File: config.mk
export PLATFORM = sky130hd
export DESIGN_NAME = isa_host_ctrl
export DESIGN_NICKNAME = d
export VERILOG_FILES = /design/src/logic/isa_host_pkg.sv /design/src/logic/rd_buffer.sv /design/src/logic/isa_host_ctrl.sv
export SDC_FILE = /design/constraint.sdc
export NUM_CORES = 1
export LEC_CHECK = 0
export BUFFER_PORTS_ARGS = -buffer_cell sky130_fd_sc_hd__buf_2
export CORE_MARGIN = 1
export CORE_UTILIZATION = 50
export DETAILED_ROUTE_END_ITERATION = 7
export GPL_TIMING_DRIVEN = 0
export PLACE_DENSITY = 0.75
export SYNTH_ARGS = -nofsm -noshare
export SYNTH_HDL_FRONTEND = slang
export SYNTH_SLANG_ARGS = --single-unit
File: constraint.sdc
create_clock -name i_core_clk -period 8.95 [get_ports i_core_clk]
set_input_delay 0.4475 -clock i_core_clk [delete_from_list [all_inputs] [get_ports i_core_clk]]
set_output_delay 0.4475 -clock i_core_clk [all_outputs]
set_load 0.02 [all_outputs]
File: src/logic/isa_host_pkg.sv
// Constants, types and timing counts shared by the ISA host controller files.
// Assumes a 200 MHz core clock and a device attached to the host pins directly.
package isa_host_pkg;

    // Core clock period in picoseconds.
    localparam int CLK_PERIOD_PS = 5000;
    localparam int CLK_MHZ = 200;

    // Least time in ns turned into whole core cycles, rounded up, never below one.
    function automatic int ns_to_cyc(input int ns);
        int c;
        c = (ns * 1000 + CLK_PERIOD_PS - 1) / CLK_PERIOD_PS;
        return (c < 1) ? 1 : c;
    endfunction

    // Reset pulse that the device needs, with the resulting count.
    localparam int RESET_NS = 400;
    localparam int RESET_CYC = ns_to_cyc(RESET_NS);
    // Self configuration time after reset, in microseconds.
    localparam int CAL_US = 10000;
    localparam int CAL_CYC = CAL_US * CLK_MHZ;
    // Bus cycle phases, chosen to suit a bus clock of 8 to 11 MHz.
    localparam int ISA_CLK_MIN_KHZ = 8000;
    localparam int ISA_CLK_MAX_KHZ = 11000;
    localparam int SETUP_NS = 60;
    localparam int STROBE_NS = 250;
    localparam int HOLD_NS = 40;
    localparam int SBHE_NS = 100;
    localparam int SETUP_CYC = ns_to_cyc(SETUP_NS);
    localparam int STROBE_CYC = ns_to_cyc(STROBE_NS);
    localparam int HOLD_CYC = ns_to_cyc(HOLD_NS);
    localparam int SBHE_CYC = ns_to_cyc(SBHE_NS);

    // Device register offsets and I/O window layout.
    localparam logic [15:0] IRQ_SEL_OFS = 16'h0022;
    localparam logic [15:0] DMA_SEL_OFS = 16'h0024;
    localparam logic [15:0] IO_BASE_DEFAULT = 16'h0300;
    localparam logic [3:0] PTR_PORT = 4'ha;
    localparam logic [3:0] DATA_PORT = 4'hc;
    localparam logic [1:0] CFG_LAST_STEP = 2'h3;

    typedef enum logic [2:0] {
        CYC_IO_RD,
        CYC_IO_WR,
        CYC_MEM_RD,
        CYC_MEM_WR,
        CYC_DMA_RD
    } cyc_kind_t;

    // One bus cycle; for I/O kinds only addr[3:0] is used as port offset.
    typedef struct packed {
        cyc_kind_t kind;
        logic [19:0] addr;
        logic [15:0] data;
    } isa_cycle_t;

    // One word read from the device.
    typedef struct packed {
        logic is_dma;
        logic [15:0] data;
    } rd_word_t;

endpackage

File: src/logic/rd_buffer.sv
// Small valid/ready buffer for words read from the device.
// Assumes one clock, a clock enable and an active-low asynchronous reset.
`timescale 1ns/1ps
module rd_buffer #(
    parameter int WIDTH = 17,
    parameter int DEPTH = 2
) (
    input wire logic i_core_clk,
    input wire logic i_rst_b,
    input wire logic i_ce,
    input wire logic i_in_valid,
    output logic o_in_ready,
    input wire logic [WIDTH-1:0] i_in_data,
    output logic o_out_valid,
    input wire logic i_out_ready,
    output logic [WIDTH-1:0] o_out_data
);
    localparam int AW = (DEPTH > 1) ? $clog2(DEPTH) : 1;

    logic [WIDTH-1:0] mem_reg [DEPTH];
    logic [AW-1:0] wr_ptr_reg;
    logic [AW-1:0] rd_ptr_reg;
    logic [AW:0] count_reg;
    logic push;
    logic pop;

    // Full and empty come straight from the occupancy count.
    assign o_in_ready = (count_reg != (AW+1)'(DEPTH));
    assign o_out_valid = (count_reg != '0);
    assign push = i_in_valid && o_in_ready;
    assign pop = o_out_valid && i_out_ready;
    assign o_out_data = mem_reg[rd_ptr_reg];

    // Pointers wrap at DEPTH so any depth works, not only powers of two.
    always_ff @(posedge i_core_clk or negedge i_rst_b) begin
        if (!i_rst_b) begin
            wr_ptr_reg <= '0;
            rd_ptr_reg <= '0;
            count_reg <= '0;
        end else if (i_ce) begin
            if (push) begin
                wr_ptr_reg <= (wr_ptr_reg == AW'(DEPTH - 1)) ? '0 : wr_ptr_reg + 1'b1;
            end
            if (pop) begin
                rd_ptr_reg <= (rd_ptr_reg == AW'(DEPTH - 1)) ? '0 : rd_ptr_reg + 1'b1;
            end
            count_reg <= count_reg + (AW+1)'(push) - (AW+1)'(pop);
        end
    end

    // Storage needs no reset; a word is only read after it was written.
    always_ff @(posedge i_core_clk) begin
        if (i_ce && push) begin
            mem_reg[wr_ptr_reg] <= i_in_data;
        end
    end

endmodule // rd_buffer

File: src/logic/isa_host_ctrl.sv
// Host-side controller that drives an ISA Ethernet device through its bus pins.
// Assumes the device pins are synchronous to the core clock and sd is resolved outside.
`timescale 1ns/1ps
module isa_host_ctrl #(
    parameter logic [15:0] IO_BASE = isa_host_pkg::IO_BASE_DEFAULT,
    parameter int CAL_CYC = isa_host_pkg::CAL_CYC,
    parameter int BUF_DEPTH = 2
) (
    input wire logic i_core_clk,
    input wire logic i_rst_b,
    input wire logic i_ce,
    input wire logic [1:0] i_irq_sel,
    input wire logic [1:0] i_dma_sel,
    input wire logic i_dma_en,
    input wire logic i_cmd_valid,
    input wire isa_host_pkg::isa_cycle_t i_cmd,
    output logic o_cmd_ready,
    output logic o_rd_valid,
    output isa_host_pkg::rd_word_t o_rd,
    input wire logic i_rd_ready,
    output logic o_config_done,
    output logic o_irq_pending,
    output logic o_isa_reset,
    output logic [19:0] o_sa,
    output logic o_aen,
    output logic o_sbhe_b,
    output logic o_ior_b,
    output logic o_iow_b,
    output logic o_memr_b,
    output logic o_memw_b,
    output logic o_chipsel_b,
    output logic o_refresh_b,
    output logic [15:0] o_sd_out,
    output logic o_sd_oe,
    input wire logic [15:0] i_sd_in,
    output logic [2:0] o_dack_b,
    input wire logic [3:0] i_irq_req,
    input wire logic [2:0] i_dma_req
);
    typedef enum logic [2:0] {
        ST_RESET, ST_CALWAIT, ST_SBHE, ST_IDLE, ST_SETUP, ST_STROBE, ST_HOLD
    } state_t;

    state_t state_reg, state_next;
    logic [31:0] cnt_reg, cnt_next;
    isa_host_pkg::isa_cycle_t cyc_reg, cyc_next;
    logic [1:0] cfg_step_reg, cfg_step_next;
    logic cfg_done_reg, cfg_done_next;
    logic [1:0] irq_sel_reg, irq_sel_next;
    logic [1:0] dma_sel_reg, dma_sel_next;
    logic irq_reg;
    isa_host_pkg::isa_cycle_t cfg_cyc;
    logic buf_in_ready;
    logic cnt_done;
    logic in_cycle;
    logic in_strobe;
    logic is_io;
    logic is_mem;
    logic is_wr;
    logic is_rd;
    logic is_dma;
    logic dma_pending;
    logic cmd_take;
    logic rd_push;
    isa_host_pkg::rd_word_t rd_word;

    // Decode of the cycle in progress.
    assign cnt_done = (cnt_reg <= 32'h1);
    assign in_cycle = (state_reg == ST_SETUP) || (state_reg == ST_STROBE) ||
                      (state_reg == ST_HOLD);
    assign in_strobe = (state_reg == ST_STROBE);
    assign is_io = (cyc_reg.kind == isa_host_pkg::CYC_IO_RD) ||
                   (cyc_reg.kind == isa_host_pkg::CYC_IO_WR);
    assign is_mem = (cyc_reg.kind == isa_host_pkg::CYC_MEM_RD) ||
                    (cyc_reg.kind == isa_host_pkg::CYC_MEM_WR);
    assign is_dma = (cyc_reg.kind == isa_host_pkg::CYC_DMA_RD);
    assign is_wr = (cyc_reg.kind == isa_host_pkg::CYC_IO_WR) ||
                   (cyc_reg.kind == isa_host_pkg::CYC_MEM_WR);
    assign is_rd = !is_wr;

    // The four configuration writes go through the pointer and data ports.
    assign cfg_cyc.kind = isa_host_pkg::CYC_IO_WR;
    assign cfg_cyc.addr = {16'h0000, cfg_step_reg[0] ? isa_host_pkg::DATA_PORT :
                                                       isa_host_pkg::PTR_PORT};
    assign cfg_cyc.data = (cfg_step_reg == 2'h0) ? isa_host_pkg::IRQ_SEL_OFS :
                          (cfg_step_reg == 2'h1) ? {14'h0000, irq_sel_reg} :
                          (cfg_step_reg == 2'h2) ? isa_host_pkg::DMA_SEL_OFS :
                                                   {14'h0000, dma_sel_reg};

    // DMA is served before user commands so received frames are not dropped.
    assign dma_pending = cfg_done_reg && i_dma_en && (dma_sel_reg != 2'h3) &&
                         i_dma_req[dma_sel_reg] && buf_in_ready;
    // A read command waits for buffer room so a stalled reader loses no word.
    assign cmd_take = (state_reg == ST_IDLE) && cfg_done_reg && !dma_pending &&
                      i_cmd_valid && (buf_in_ready ||
                      i_cmd.kind == isa_host_pkg::CYC_IO_WR ||
                      i_cmd.kind == isa_host_pkg::CYC_MEM_WR);
    // Transmit commands, lengths and frame data are user writes passed through as is.
    assign o_cmd_ready = cmd_take;
    assign rd_push = in_strobe && cnt_done && is_rd;
    assign rd_word.is_dma = is_dma;
    assign rd_word.data = i_sd_in;

    // Sequencer: reset pulse, calibration wait, high-byte toggle, configuration, cycles.
    always_comb begin
        state_next = state_reg;
        cnt_next = cnt_reg - 32'h1;
        cyc_next = cyc_reg;
        cfg_step_next = cfg_step_reg;
        cfg_done_next = cfg_done_reg;
        irq_sel_next = irq_sel_reg;
        dma_sel_next = dma_sel_reg;
        unique case (state_reg)
            ST_RESET: begin
                if (cnt_done) begin
                    state_next = ST_CALWAIT;
                    cnt_next = 32'(CAL_CYC);
                end
            end
            ST_CALWAIT: begin
                if (cnt_done) begin
                    state_next = ST_SBHE;
                    cnt_next = 32'(isa_host_pkg::SBHE_CYC);
                    irq_sel_next = i_irq_sel;
                    dma_sel_next = i_dma_sel;
                end
            end
            ST_SBHE: begin
                if (cnt_done) begin
                    state_next = ST_IDLE;
                end
            end
            ST_IDLE: begin
                cnt_next = 32'(isa_host_pkg::SETUP_CYC);
                if (!cfg_done_reg) begin
                    cyc_next = cfg_cyc;
                    state_next = ST_SETUP;
                end else if (dma_pending) begin
                    cyc_next.kind = isa_host_pkg::CYC_DMA_RD;
                    cyc_next.addr = '0;
                    cyc_next.data = '0;
                    state_next = ST_SETUP;
                end else if (cmd_take) begin
                    cyc_next = i_cmd;
                    state_next = ST_SETUP;
                end else begin
                    cnt_next = cnt_reg;
                end
            end
            ST_SETUP: begin
                if (cnt_done) begin
                    state_next = ST_STROBE;
                    cnt_next = 32'(isa_host_pkg::STROBE_CYC);
                end
            end
            ST_STROBE: begin
                if (cnt_done) begin
                    state_next = ST_HOLD;
                    cnt_next = 32'(isa_host_pkg::HOLD_CYC);
                end
            end
            ST_HOLD: begin
                if (cnt_done) begin
                    state_next = ST_IDLE;
                    if (!cfg_done_reg) begin
                        cfg_step_next = cfg_step_reg + 2'h1;
                        cfg_done_next = (cfg_step_reg == isa_host_pkg::CFG_LAST_STEP);
                    end
                end
            end
        endcase
    end

    // State registers; everything freezes while the clock enable is low.
    always_ff @(posedge i_core_clk or negedge i_rst_b) begin
        if (!i_rst_b) begin
            state_reg <= ST_RESET;
            cnt_reg <= 32'(isa_host_pkg::RESET_CYC);
            cyc_reg <= '0;
            cfg_step_reg <= 2'h0;
            cfg_done_reg <= 1'b0;
            irq_sel_reg <= 2'h0;
            dma_sel_reg <= 2'h3;
        end else if (i_ce) begin
            state_reg <= state_next;
            cnt_reg <= cnt_next;
            cyc_reg <= cyc_next;
            cfg_step_reg <= cfg_step_next;
            cfg_done_reg <= cfg_done_next;
            irq_sel_reg <= irq_sel_next;
            dma_sel_reg <= dma_sel_next;
        end
    end

    // Only the configured interrupt line is watched; the flag follows that line one cycle late.
    always_ff @(posedge i_core_clk or negedge i_rst_b) begin
        if (!i_rst_b) begin
            irq_reg <= 1'b0;
        end else if (i_ce) begin
            irq_reg <= cfg_done_reg && i_irq_req[irq_sel_reg];
        end
    end

    // Pin decode. I/O cycles keep AEN low; DMA cycles raise it so no slave decodes.
    assign o_isa_reset = (state_reg == ST_RESET);
    assign o_sbhe_b = !(state_reg == ST_SBHE);
    assign o_sa = is_io ? {4'h0, IO_BASE[15:4], cyc_reg.addr[3:0]} : cyc_reg.addr;
    assign o_aen = in_cycle && is_dma;
    assign o_ior_b = !(in_strobe && (cyc_reg.kind == isa_host_pkg::CYC_IO_RD || is_dma));
    assign o_iow_b = !(in_strobe && cyc_reg.kind == isa_host_pkg::CYC_IO_WR);
    assign o_memr_b = !(in_strobe && cyc_reg.kind == isa_host_pkg::CYC_MEM_RD);
    assign o_memw_b = !(in_strobe && cyc_reg.kind == isa_host_pkg::CYC_MEM_WR);
    assign o_chipsel_b = !(in_cycle && is_mem);
    assign o_refresh_b = 1'b1;
    assign o_sd_out = cyc_reg.data;
    assign o_sd_oe = in_cycle && is_wr;
    assign o_dack_b[0] = !(in_cycle && is_dma && dma_sel_reg == 2'h0);
    assign o_dack_b[1] = !(in_cycle && is_dma && dma_sel_reg == 2'h1);
    assign o_dack_b[2] = !(in_cycle && is_dma && dma_sel_reg == 2'h2);
    assign o_config_done = cfg_done_reg;
    assign o_irq_pending = irq_reg;

    // Read words wait here until the user takes them.
    rd_buffer #(
        .WIDTH($bits(isa_host_pkg::rd_word_t)),
        .DEPTH(BUF_DEPTH)
    ) u_rd_buffer (
        .i_core_clk(i_core_clk),
        .i_rst_b(i_rst_b),
        .i_ce(i_ce),
        .i_in_valid(rd_push && i_ce),
        .o_in_ready(buf_in_ready),
        .i_in_data(rd_word),
        .o_out_valid(o_rd_valid),
        .i_out_ready(i_rd_ready),
        .o_out_data(o_rd)
    );

    // Helper counters for the checks below.
    logic [31:0] rst_len_reg;
    logic [31:0] strb_len_reg;
    always_ff @(posedge i_core_clk or negedge i_rst_b) begin
        if (!i_rst_b) begin
            rst_len_reg <= '0;
            strb_len_reg <= '0;
        end else if (i_ce) begin
            rst_len_reg <= o_isa_reset ? rst_len_reg + 32'h1 : '0;
            strb_len_reg <= in_strobe ? strb_len_reg + 32'h1 : '0;
        end
    end
endmodule // isa_host_ctrl

==> flow_summary.ini, run 1 <==
[status]
run_status = complete, but fails checks
violations = DRC

[setup_path]
crit_path_max_fanout = 17
critical_path.cell_chain = inv_1 -> ha_1 -> nor2_1 -> nor4b_1 -> and3_1 -> and3_1 -> o2111ai_1 -> nor2_2
setup.worst_path.start_class = flip-flop
critical-path-top-delay-family = simple AND/OR/NAND/NOR gates
worst_path_largest_cell_delay_ns = 0.78
required_ns = 8.99
cp.arrival_ns = 3.45
worstPathBufferInverterCount = 1
worstSetupPathType = flip-flop to flip-flop
crit_path_frequent_cell = sky130_fd_sc_hd__and3_1
end_kind = flip-flop
worst_path_max_delay_cell = sky130_fd_sc_hd__nor2_2

[sta]
finalCritPeriodShare_pct = 38.10
setup_slack_ns = 5.540
timing.final.crit_period_ns = 3.410
worst_hold_slack_across_all_endpoints_ns = 0.03972
skew_ns = 0.005535
unrepaired_setup_endpoints_after_global_routing = no
fmaxAchievable_mhz = 293.3
timing.final.max_slew_violations = 0
final-hold-violation-count = 0
setup_total_negative_slack_ns = 0
setup_viol_count_final = 0
tightest_slew_ns = 0.9094
timing.slew.headroom_pct = 39.31

[cells_and_area]
filler_cell_count = 940
layout_commonest_cell = sky130_fd_sc_hd__buf_2
largest_register_ff_count = 34
seqCellArea_um2 = 3178
drive_gt1_share_pct = 31.12
multiInputGateArea_um2 = 2394
final-instance-count-excl-fill = 912
finish.net_count = 835
final_core_util_pct = 65.10
area_growth_syn_to_layout_pct = 24.99
design_area_um2 = 7528
mostFrequentLayoutCells = 140 x sky130_fd_sc_hd__buf_2, 82 x sky130_fd_sc_hd__dfrtp_1, 52 x sky130_fd_sc_hd__nor2_1

[die]
die_x_um = 111.8
die_height_um = 111.8
io-pin-count = 142
design.die.area_um2 = 12490
row_count = 39
initial_core_util_pct = 52.08
core-area_um2 = 11560

[clock_tree]
cts_tree = yes
cts_htree_levels = 4
clkLatencyLatePin_ns = 0.42
numCtsBuffers = 17
cts.clk_slew.worst_paths_ns = 0.06
cts_post_setup_buffers_inserted = 0
cts_hold_buf = 0
clk_path_buf_depth = 2
cts_repair_resize_count = 0
tritoncts_num_sinks = 120
cts.root.buffer_cell = sky130_fd_sc_hd__clkbuf_16

[global_routing]
grt_util_all_layers_pct = 25.70
grt_start_max_net_pins = 46
antenna_found_initial = 1
first_pass_grt_wire_length_um = 25050
grt_pass1_vias = 5069
grt_overflow = 0

[detailed_routing]
overall_via_count_from_detail_route = 5181
route.detailed.vias_per_inst = 5.681
drt-pass1-iter-count = 8
wl_per_cell_um = 16.76
drt.antenna.violating_nets = 0
drt_wl_total_um = 15290
drt_iter0_markers = 464
post-route-drc-count = 18

[hold_path]
hp-class = input pin to async pin

[yosys]
synth-edff-count = 34
share_of_the_yosys_chip_area_belonging_to_registers_pct = 52.76
synth.distinct_cells = 59
ys_ff_latch = 120
synth.avg_cell_area_um2 = 10.11
synth_warnings = 0
mappedNetlistArea_um2 = 6023
postSynth.asyncResetShare_pct = 71.67
yosys_most_used_dff = sky130_fd_sc_hd__dfrtp_1
postSynthNetCount = 676
post_synthesis_cells = 596

[placement]
portBuffers = 139
place.gp.congestion = 0.9148
place_area_um2 = 6928
pre_cts_slack_ns = 5.168
place_inst = 879
place_hpwl_um = 11110

[power]
max-vdd-ir-drop_uv = 218.8
p_per_area_nw_per_um2 = 241.8
design_power_total_mw = 1.821
cellLeakagePower_nw = 3.330

[flow_run]
max-cap-violations = 0
-- worst paths after layout --
kind / from / to / slack [ns] / cells past startpoint
max in group asynchronous: i_rst_b / dma_sel_reg[0] / 8.23 / 2
worst min-delay path: i_rst_b / cnt_reg[25] / 0.04 / 1
worst max-delay path: cnt_reg[1] / u_rd_buffer.mem_reg[1][15] / 5.54 / 8
worst min register to register: cyc_reg[18] / cyc_reg[18] / 0.49 / 1
min in group i_core_clk: i_sd_in[8] / u_rd_buffer.mem_reg[1][8] / 0.22 / 1
worst max register to register: cnt_reg[1] / u_rd_buffer.mem_reg[1][15] / 5.54 / 8
-- cell usage after synthesis (all sizes together) (2+ instances only) --
cell / n / area (um^2)
nor3: 14 / 70.07
inv: 45 / 168.9
dfstp: 4 / 105.1
a211o: 2 / 17.52
o31ai: 12 / 90.09
edfxtp: 34 / 1021
clkbuf: 26 / 97.59
nor4: 8 / 71.32
nand3: 47 / 235.2
nor2: 54 / 202.7
mux2: 23 / 274.0
nand2: 25 / 96.35
a2bb2oi: 2 / 17.52
buf: 26 / 190.2
or2: 5 / 31.28
or3: 9 / 61.31
ha: 8 / 100.1
a31oi: 2 / 12.51
nand4: 3 / 18.77
nor2b: 3 / 18.77
o21ai: 47 / 235.2
or4: 13 / 97.59
o21a: 2 / 15.01
and2: 3 / 18.77
a211oi: 2 / 15.01
a311oi: 5 / 43.79
nand2b: 4 / 25.02
dfrtp: 82 / 2052
xnor2: 4 / 35.03
o211ai: 5 / 37.54
a21o: 2 / 15.01
o2111ai: 9 / 78.83
and4: 2 / 17.52
a21oi: 36 / 191.4
and3: 3 / 18.77
xor2: 11 / 96.34
-- report_power, final --
part / leakage, nW / switching [mW] / internal, mW
registers: 1.30 / 0.0722 / 0.632
logic: 1.75 / 0.253 / 0.185
clock network: 0.279 / 0.263 / 0.415
-- final cells by class --
class                      count  share of cell area (%)
sequential                   120                   42.21
multi-input combinational    379                   31.79
timing repair buffer         140                   9.639
clock buffer                  17                   5.651
buffer                        52                   3.823
tap                          143                   2.377
inverter                      45                   2.244
clock inverter                15                   2.227
antenna                        1                 0.03324
-- cell families (layout without fill, tap and decap cells) --
| group | Yosys count | after routing | share of synthesized area [%] |
|---|---|---|---|
| AOI/OAI and AO/OA | 134 | 134 | 13.92 |
| xor gates and xnor gates | 15 | 15 | 2.181 |
| adders and majority gates | 8 | 8 | 1.662 |
| buffers and inverters | 97 | 269 | 7.582 |
| DFF | 120 | 120 | 52.76 |
| muxes | 25 | 25 | 5.089 |
| other | 1 | 2 | 0.06226 |
| and+or+nand+nor | 196 | 196 | 16.74 |
-- per-layer routing --
metal  global-route usage (%)  vias up  wire [um]
met5                        0        -          0
met4                    8.739        0        258
met3                    6.696       26       1063
met2                    43.64      216       7606
met1                    31.84     2500       6360
li1                         -     2439          -
Note: power is estimated with default switching activity, not from simulation.
==> run 2: changes to the inputs <==
--- a/config.mk
+++ b/config.mk
@@ -7,10 +7,10 @@
 export LEC_CHECK = 0
 export BUFFER_PORTS_ARGS = -buffer_cell sky130_fd_sc_hd__buf_2
 export CORE_MARGIN = 1
-export CORE_UTILIZATION = 50
+export CORE_UTILIZATION = 49
 export DETAILED_ROUTE_END_ITERATION = 7
 export GPL_TIMING_DRIVEN = 0
-export PLACE_DENSITY = 0.75
+export PLACE_DENSITY = 0.77
 export SYNTH_ARGS = -nofsm -noshare
 export SYNTH_HDL_FRONTEND = slang
 export SYNTH_SLANG_ARGS = --single-unit
==> constraint.sdc (replaced) <==
create_clock -name i_core_clk -period 2.7 [get_ports i_core_clk]
set_input_delay 0.135 -clock i_core_clk [delete_from_list [all_inputs] [get_ports i_core_clk]]
set_output_delay 0.135 -clock i_core_clk [all_outputs]
set_load 0.02 [all_outputs]
==> run 2 against run 1 <==
Effect of this change:
- first-iteration DRC count rose by 23%
- critical path type unchanged
- global-route usage up 2.1 points
- the flow finishes with violations (setup timing)
- cell count increased by 7.6%
- clock skew grew 0.0035 ns
- highest routed layer unchanged
- largest power group unchanged
- clock power increased to 3.3 times the previous value
- critical path depth is 1 higher
==> flow_summary.ini, run 2 (synthesis gave the netlist of run 1 again) <==
[die]
die_x_um = 112.9
design.die.area_um2 = 12740
row_count = 40
core-area_um2 = 12010
io-pin-count = 142
die_height_um = 112.9
initial_core_util_pct = 50.15

[cells_and_area]
drive_gt1_share_pct = 33.05
finish.net_count = 899
design_area_um2 = 8313
multiInputGateArea_um2 = 2522
largest_register_ff_count = 34
layout_commonest_cell = sky130_fd_sc_hd__buf_2
filler_cell_count = 810
mostFrequentLayoutCells = 138 x sky130_fd_sc_hd__buf_2, 81 x sky130_fd_sc_hd__dfrtp_1, 52 x sky130_fd_sc_hd__nor2_1, 52 x sky130_fd_sc_hd__dlygate4sd3_1, 47 x sky130_fd_sc_hd__nand3_1
final_core_util_pct = 69.21
area_growth_syn_to_layout_pct = 38.01
final-instance-count-excl-fill = 981
seqCellArea_um2 = 3179

[clock_tree]
cts.clk_slew.worst_paths_ns = 0.06
cts_tree = yes
tritoncts_num_sinks = 120
clkLatencyLatePin_ns = 0.42
clk_path_buf_depth = 2
cts.root.buffer_cell = sky130_fd_sc_hd__clkbuf_16
cts_htree_levels = 4
numCtsBuffers = 17

[sta]
setup_slack_ns = -0.01345
fmaxAchievable_mhz = 368.5
worst_hold_slack_across_all_endpoints_ns = 0.01807
timing.final.crit_period_ns = 2.713
timing.final.max_slew_violations = 0
finalCritPeriodShare_pct = 100.5
unrepaired_setup_endpoints_after_global_routing = yes
setup_viol_count_final = 17
setup_total_negative_slack_ns = -0.1701
skew_ns = 0.009010
timing.slew.headroom_pct = 49.68
final-hold-violation-count = 0
tightest_slew_ns = 0.7478

[placement]
place_area_um2 = 6938
place.gp.congestion = 0.8826
portBuffers = 139
place_inst = 883
pre_cts_slack_ns = -0.6217
place_hpwl_um = 10860

[global_routing]
grt_start_max_net_pins = 47
antenna_found_initial = 1
grt_util_all_layers_pct = 27.85
grt_pass1_vias = 5456
grt_overflow = 0
first_pass_grt_wire_length_um = 27360

[setup_path]
worstSetupPathType = flip-flop to flip-flop
worst_path_largest_cell_delay_ns = 0.49
cp.arrival_ns = 2.84
worstRegToRegCells = 9
setup.worst_path.start_class = flip-flop
end_kind = flip-flop
crit_path_max_fanout = 17
critical_path.cell_chain = or4_4 -> buf_6 -> nor4_4 -> and3_1 -> and3_4 -> o2111ai_4 -> buf_6 -> nor2_4 -> buf_12
crit_path_frequent_cell = sky130_fd_sc_hd__buf_6
required_ns = 2.83
worst_path_max_delay_cell = sky130_fd_sc_hd__or4_4

[detailed_routing]
drt.antenna.violating_nets = 0
drt-pass1-iter-count = 5
overall_via_count_from_detail_route = 5616
wl_per_cell_um = 17.86
drt_iter0_markers = 571
drt_wl_total_um = 17520
route.detailed.vias_per_inst = 5.725
post-route-drc-count = 0

[flow_run]
max-cap-violations = 0

[power]
p_per_area_nw_per_um2 = 766.4
cellLeakagePower_nw = 3.642
design_power_total_mw = 6.371
max-vdd-ir-drop_uv = 551.0

[status]
run_status = complete, but fails checks
violations = setup timing

[hold_path]
min_path_cells = 3
hp-class = input pin to flip-flop
run 2: path summary, 6_finish.rpt:
kind / from / endpoint / slack (ns)
worst min register to register: u_rd_buffer.count_reg[1] / u_rd_buffer.count_reg[1] / 0.50
worst min-delay path: i_cmd[0] / o_sd_out[0] / 0.02
min in group asynchronous: i_rst_b / cyc_reg[23] / 0.24
worst max-delay path: cnt_reg[16] / u_rd_buffer.mem_reg[1][12] / -0.01
worst max register to register: cnt_reg[16] / u_rd_buffer.mem_reg[1][12] / -0.01
max in group asynchronous: i_rst_b / cnt_reg[4] / 1.77
run 2: repair_timing:
item                                    4_1_cts  5_1_grt
gates resized for setup                      18       27
endpoints found under the hold margin       105        0
endpoints found under the setup margin       79       61
hold buffers                                 52        0
buffers inserted                              5        7
pin swaps                                     3        7
run 2: critical path, delay by kind of cell (launching register included):
family	cells	cell delay (ns)
compound gates	1	0.15
buf+inv	3	0.49
flops	1	0.45
simple gates	5	1.32
run 2: layout make-up:
class,instances,area share [%]
sequential,120,38.25
multi-input combinational,379,30.34
timing repair buffer,204,16.42
clock buffer,17,5.117
buffer,52,3.733
tap,147,2.213
inverter,45,2.032
clock inverter,15,1.836
antenna,2,0.06020
run 2: routing by layer:
layer  wire length, um  vias up  GRT usage [%]
li1                  -     2569              -
met1              6946     2755          33.23
met2              8997      245          48.44
met3              1060       47          5.303
met4               510        0          13.86
met5                 0        -              0
run 2: power by group:
part           switching [mW]  internal [mW]  total [mW]
clock                   0.860           1.35        2.21
sequential              0.259           2.10        2.36
combinational           0.941          0.859        1.80
total                    2.06           4.31        6.37
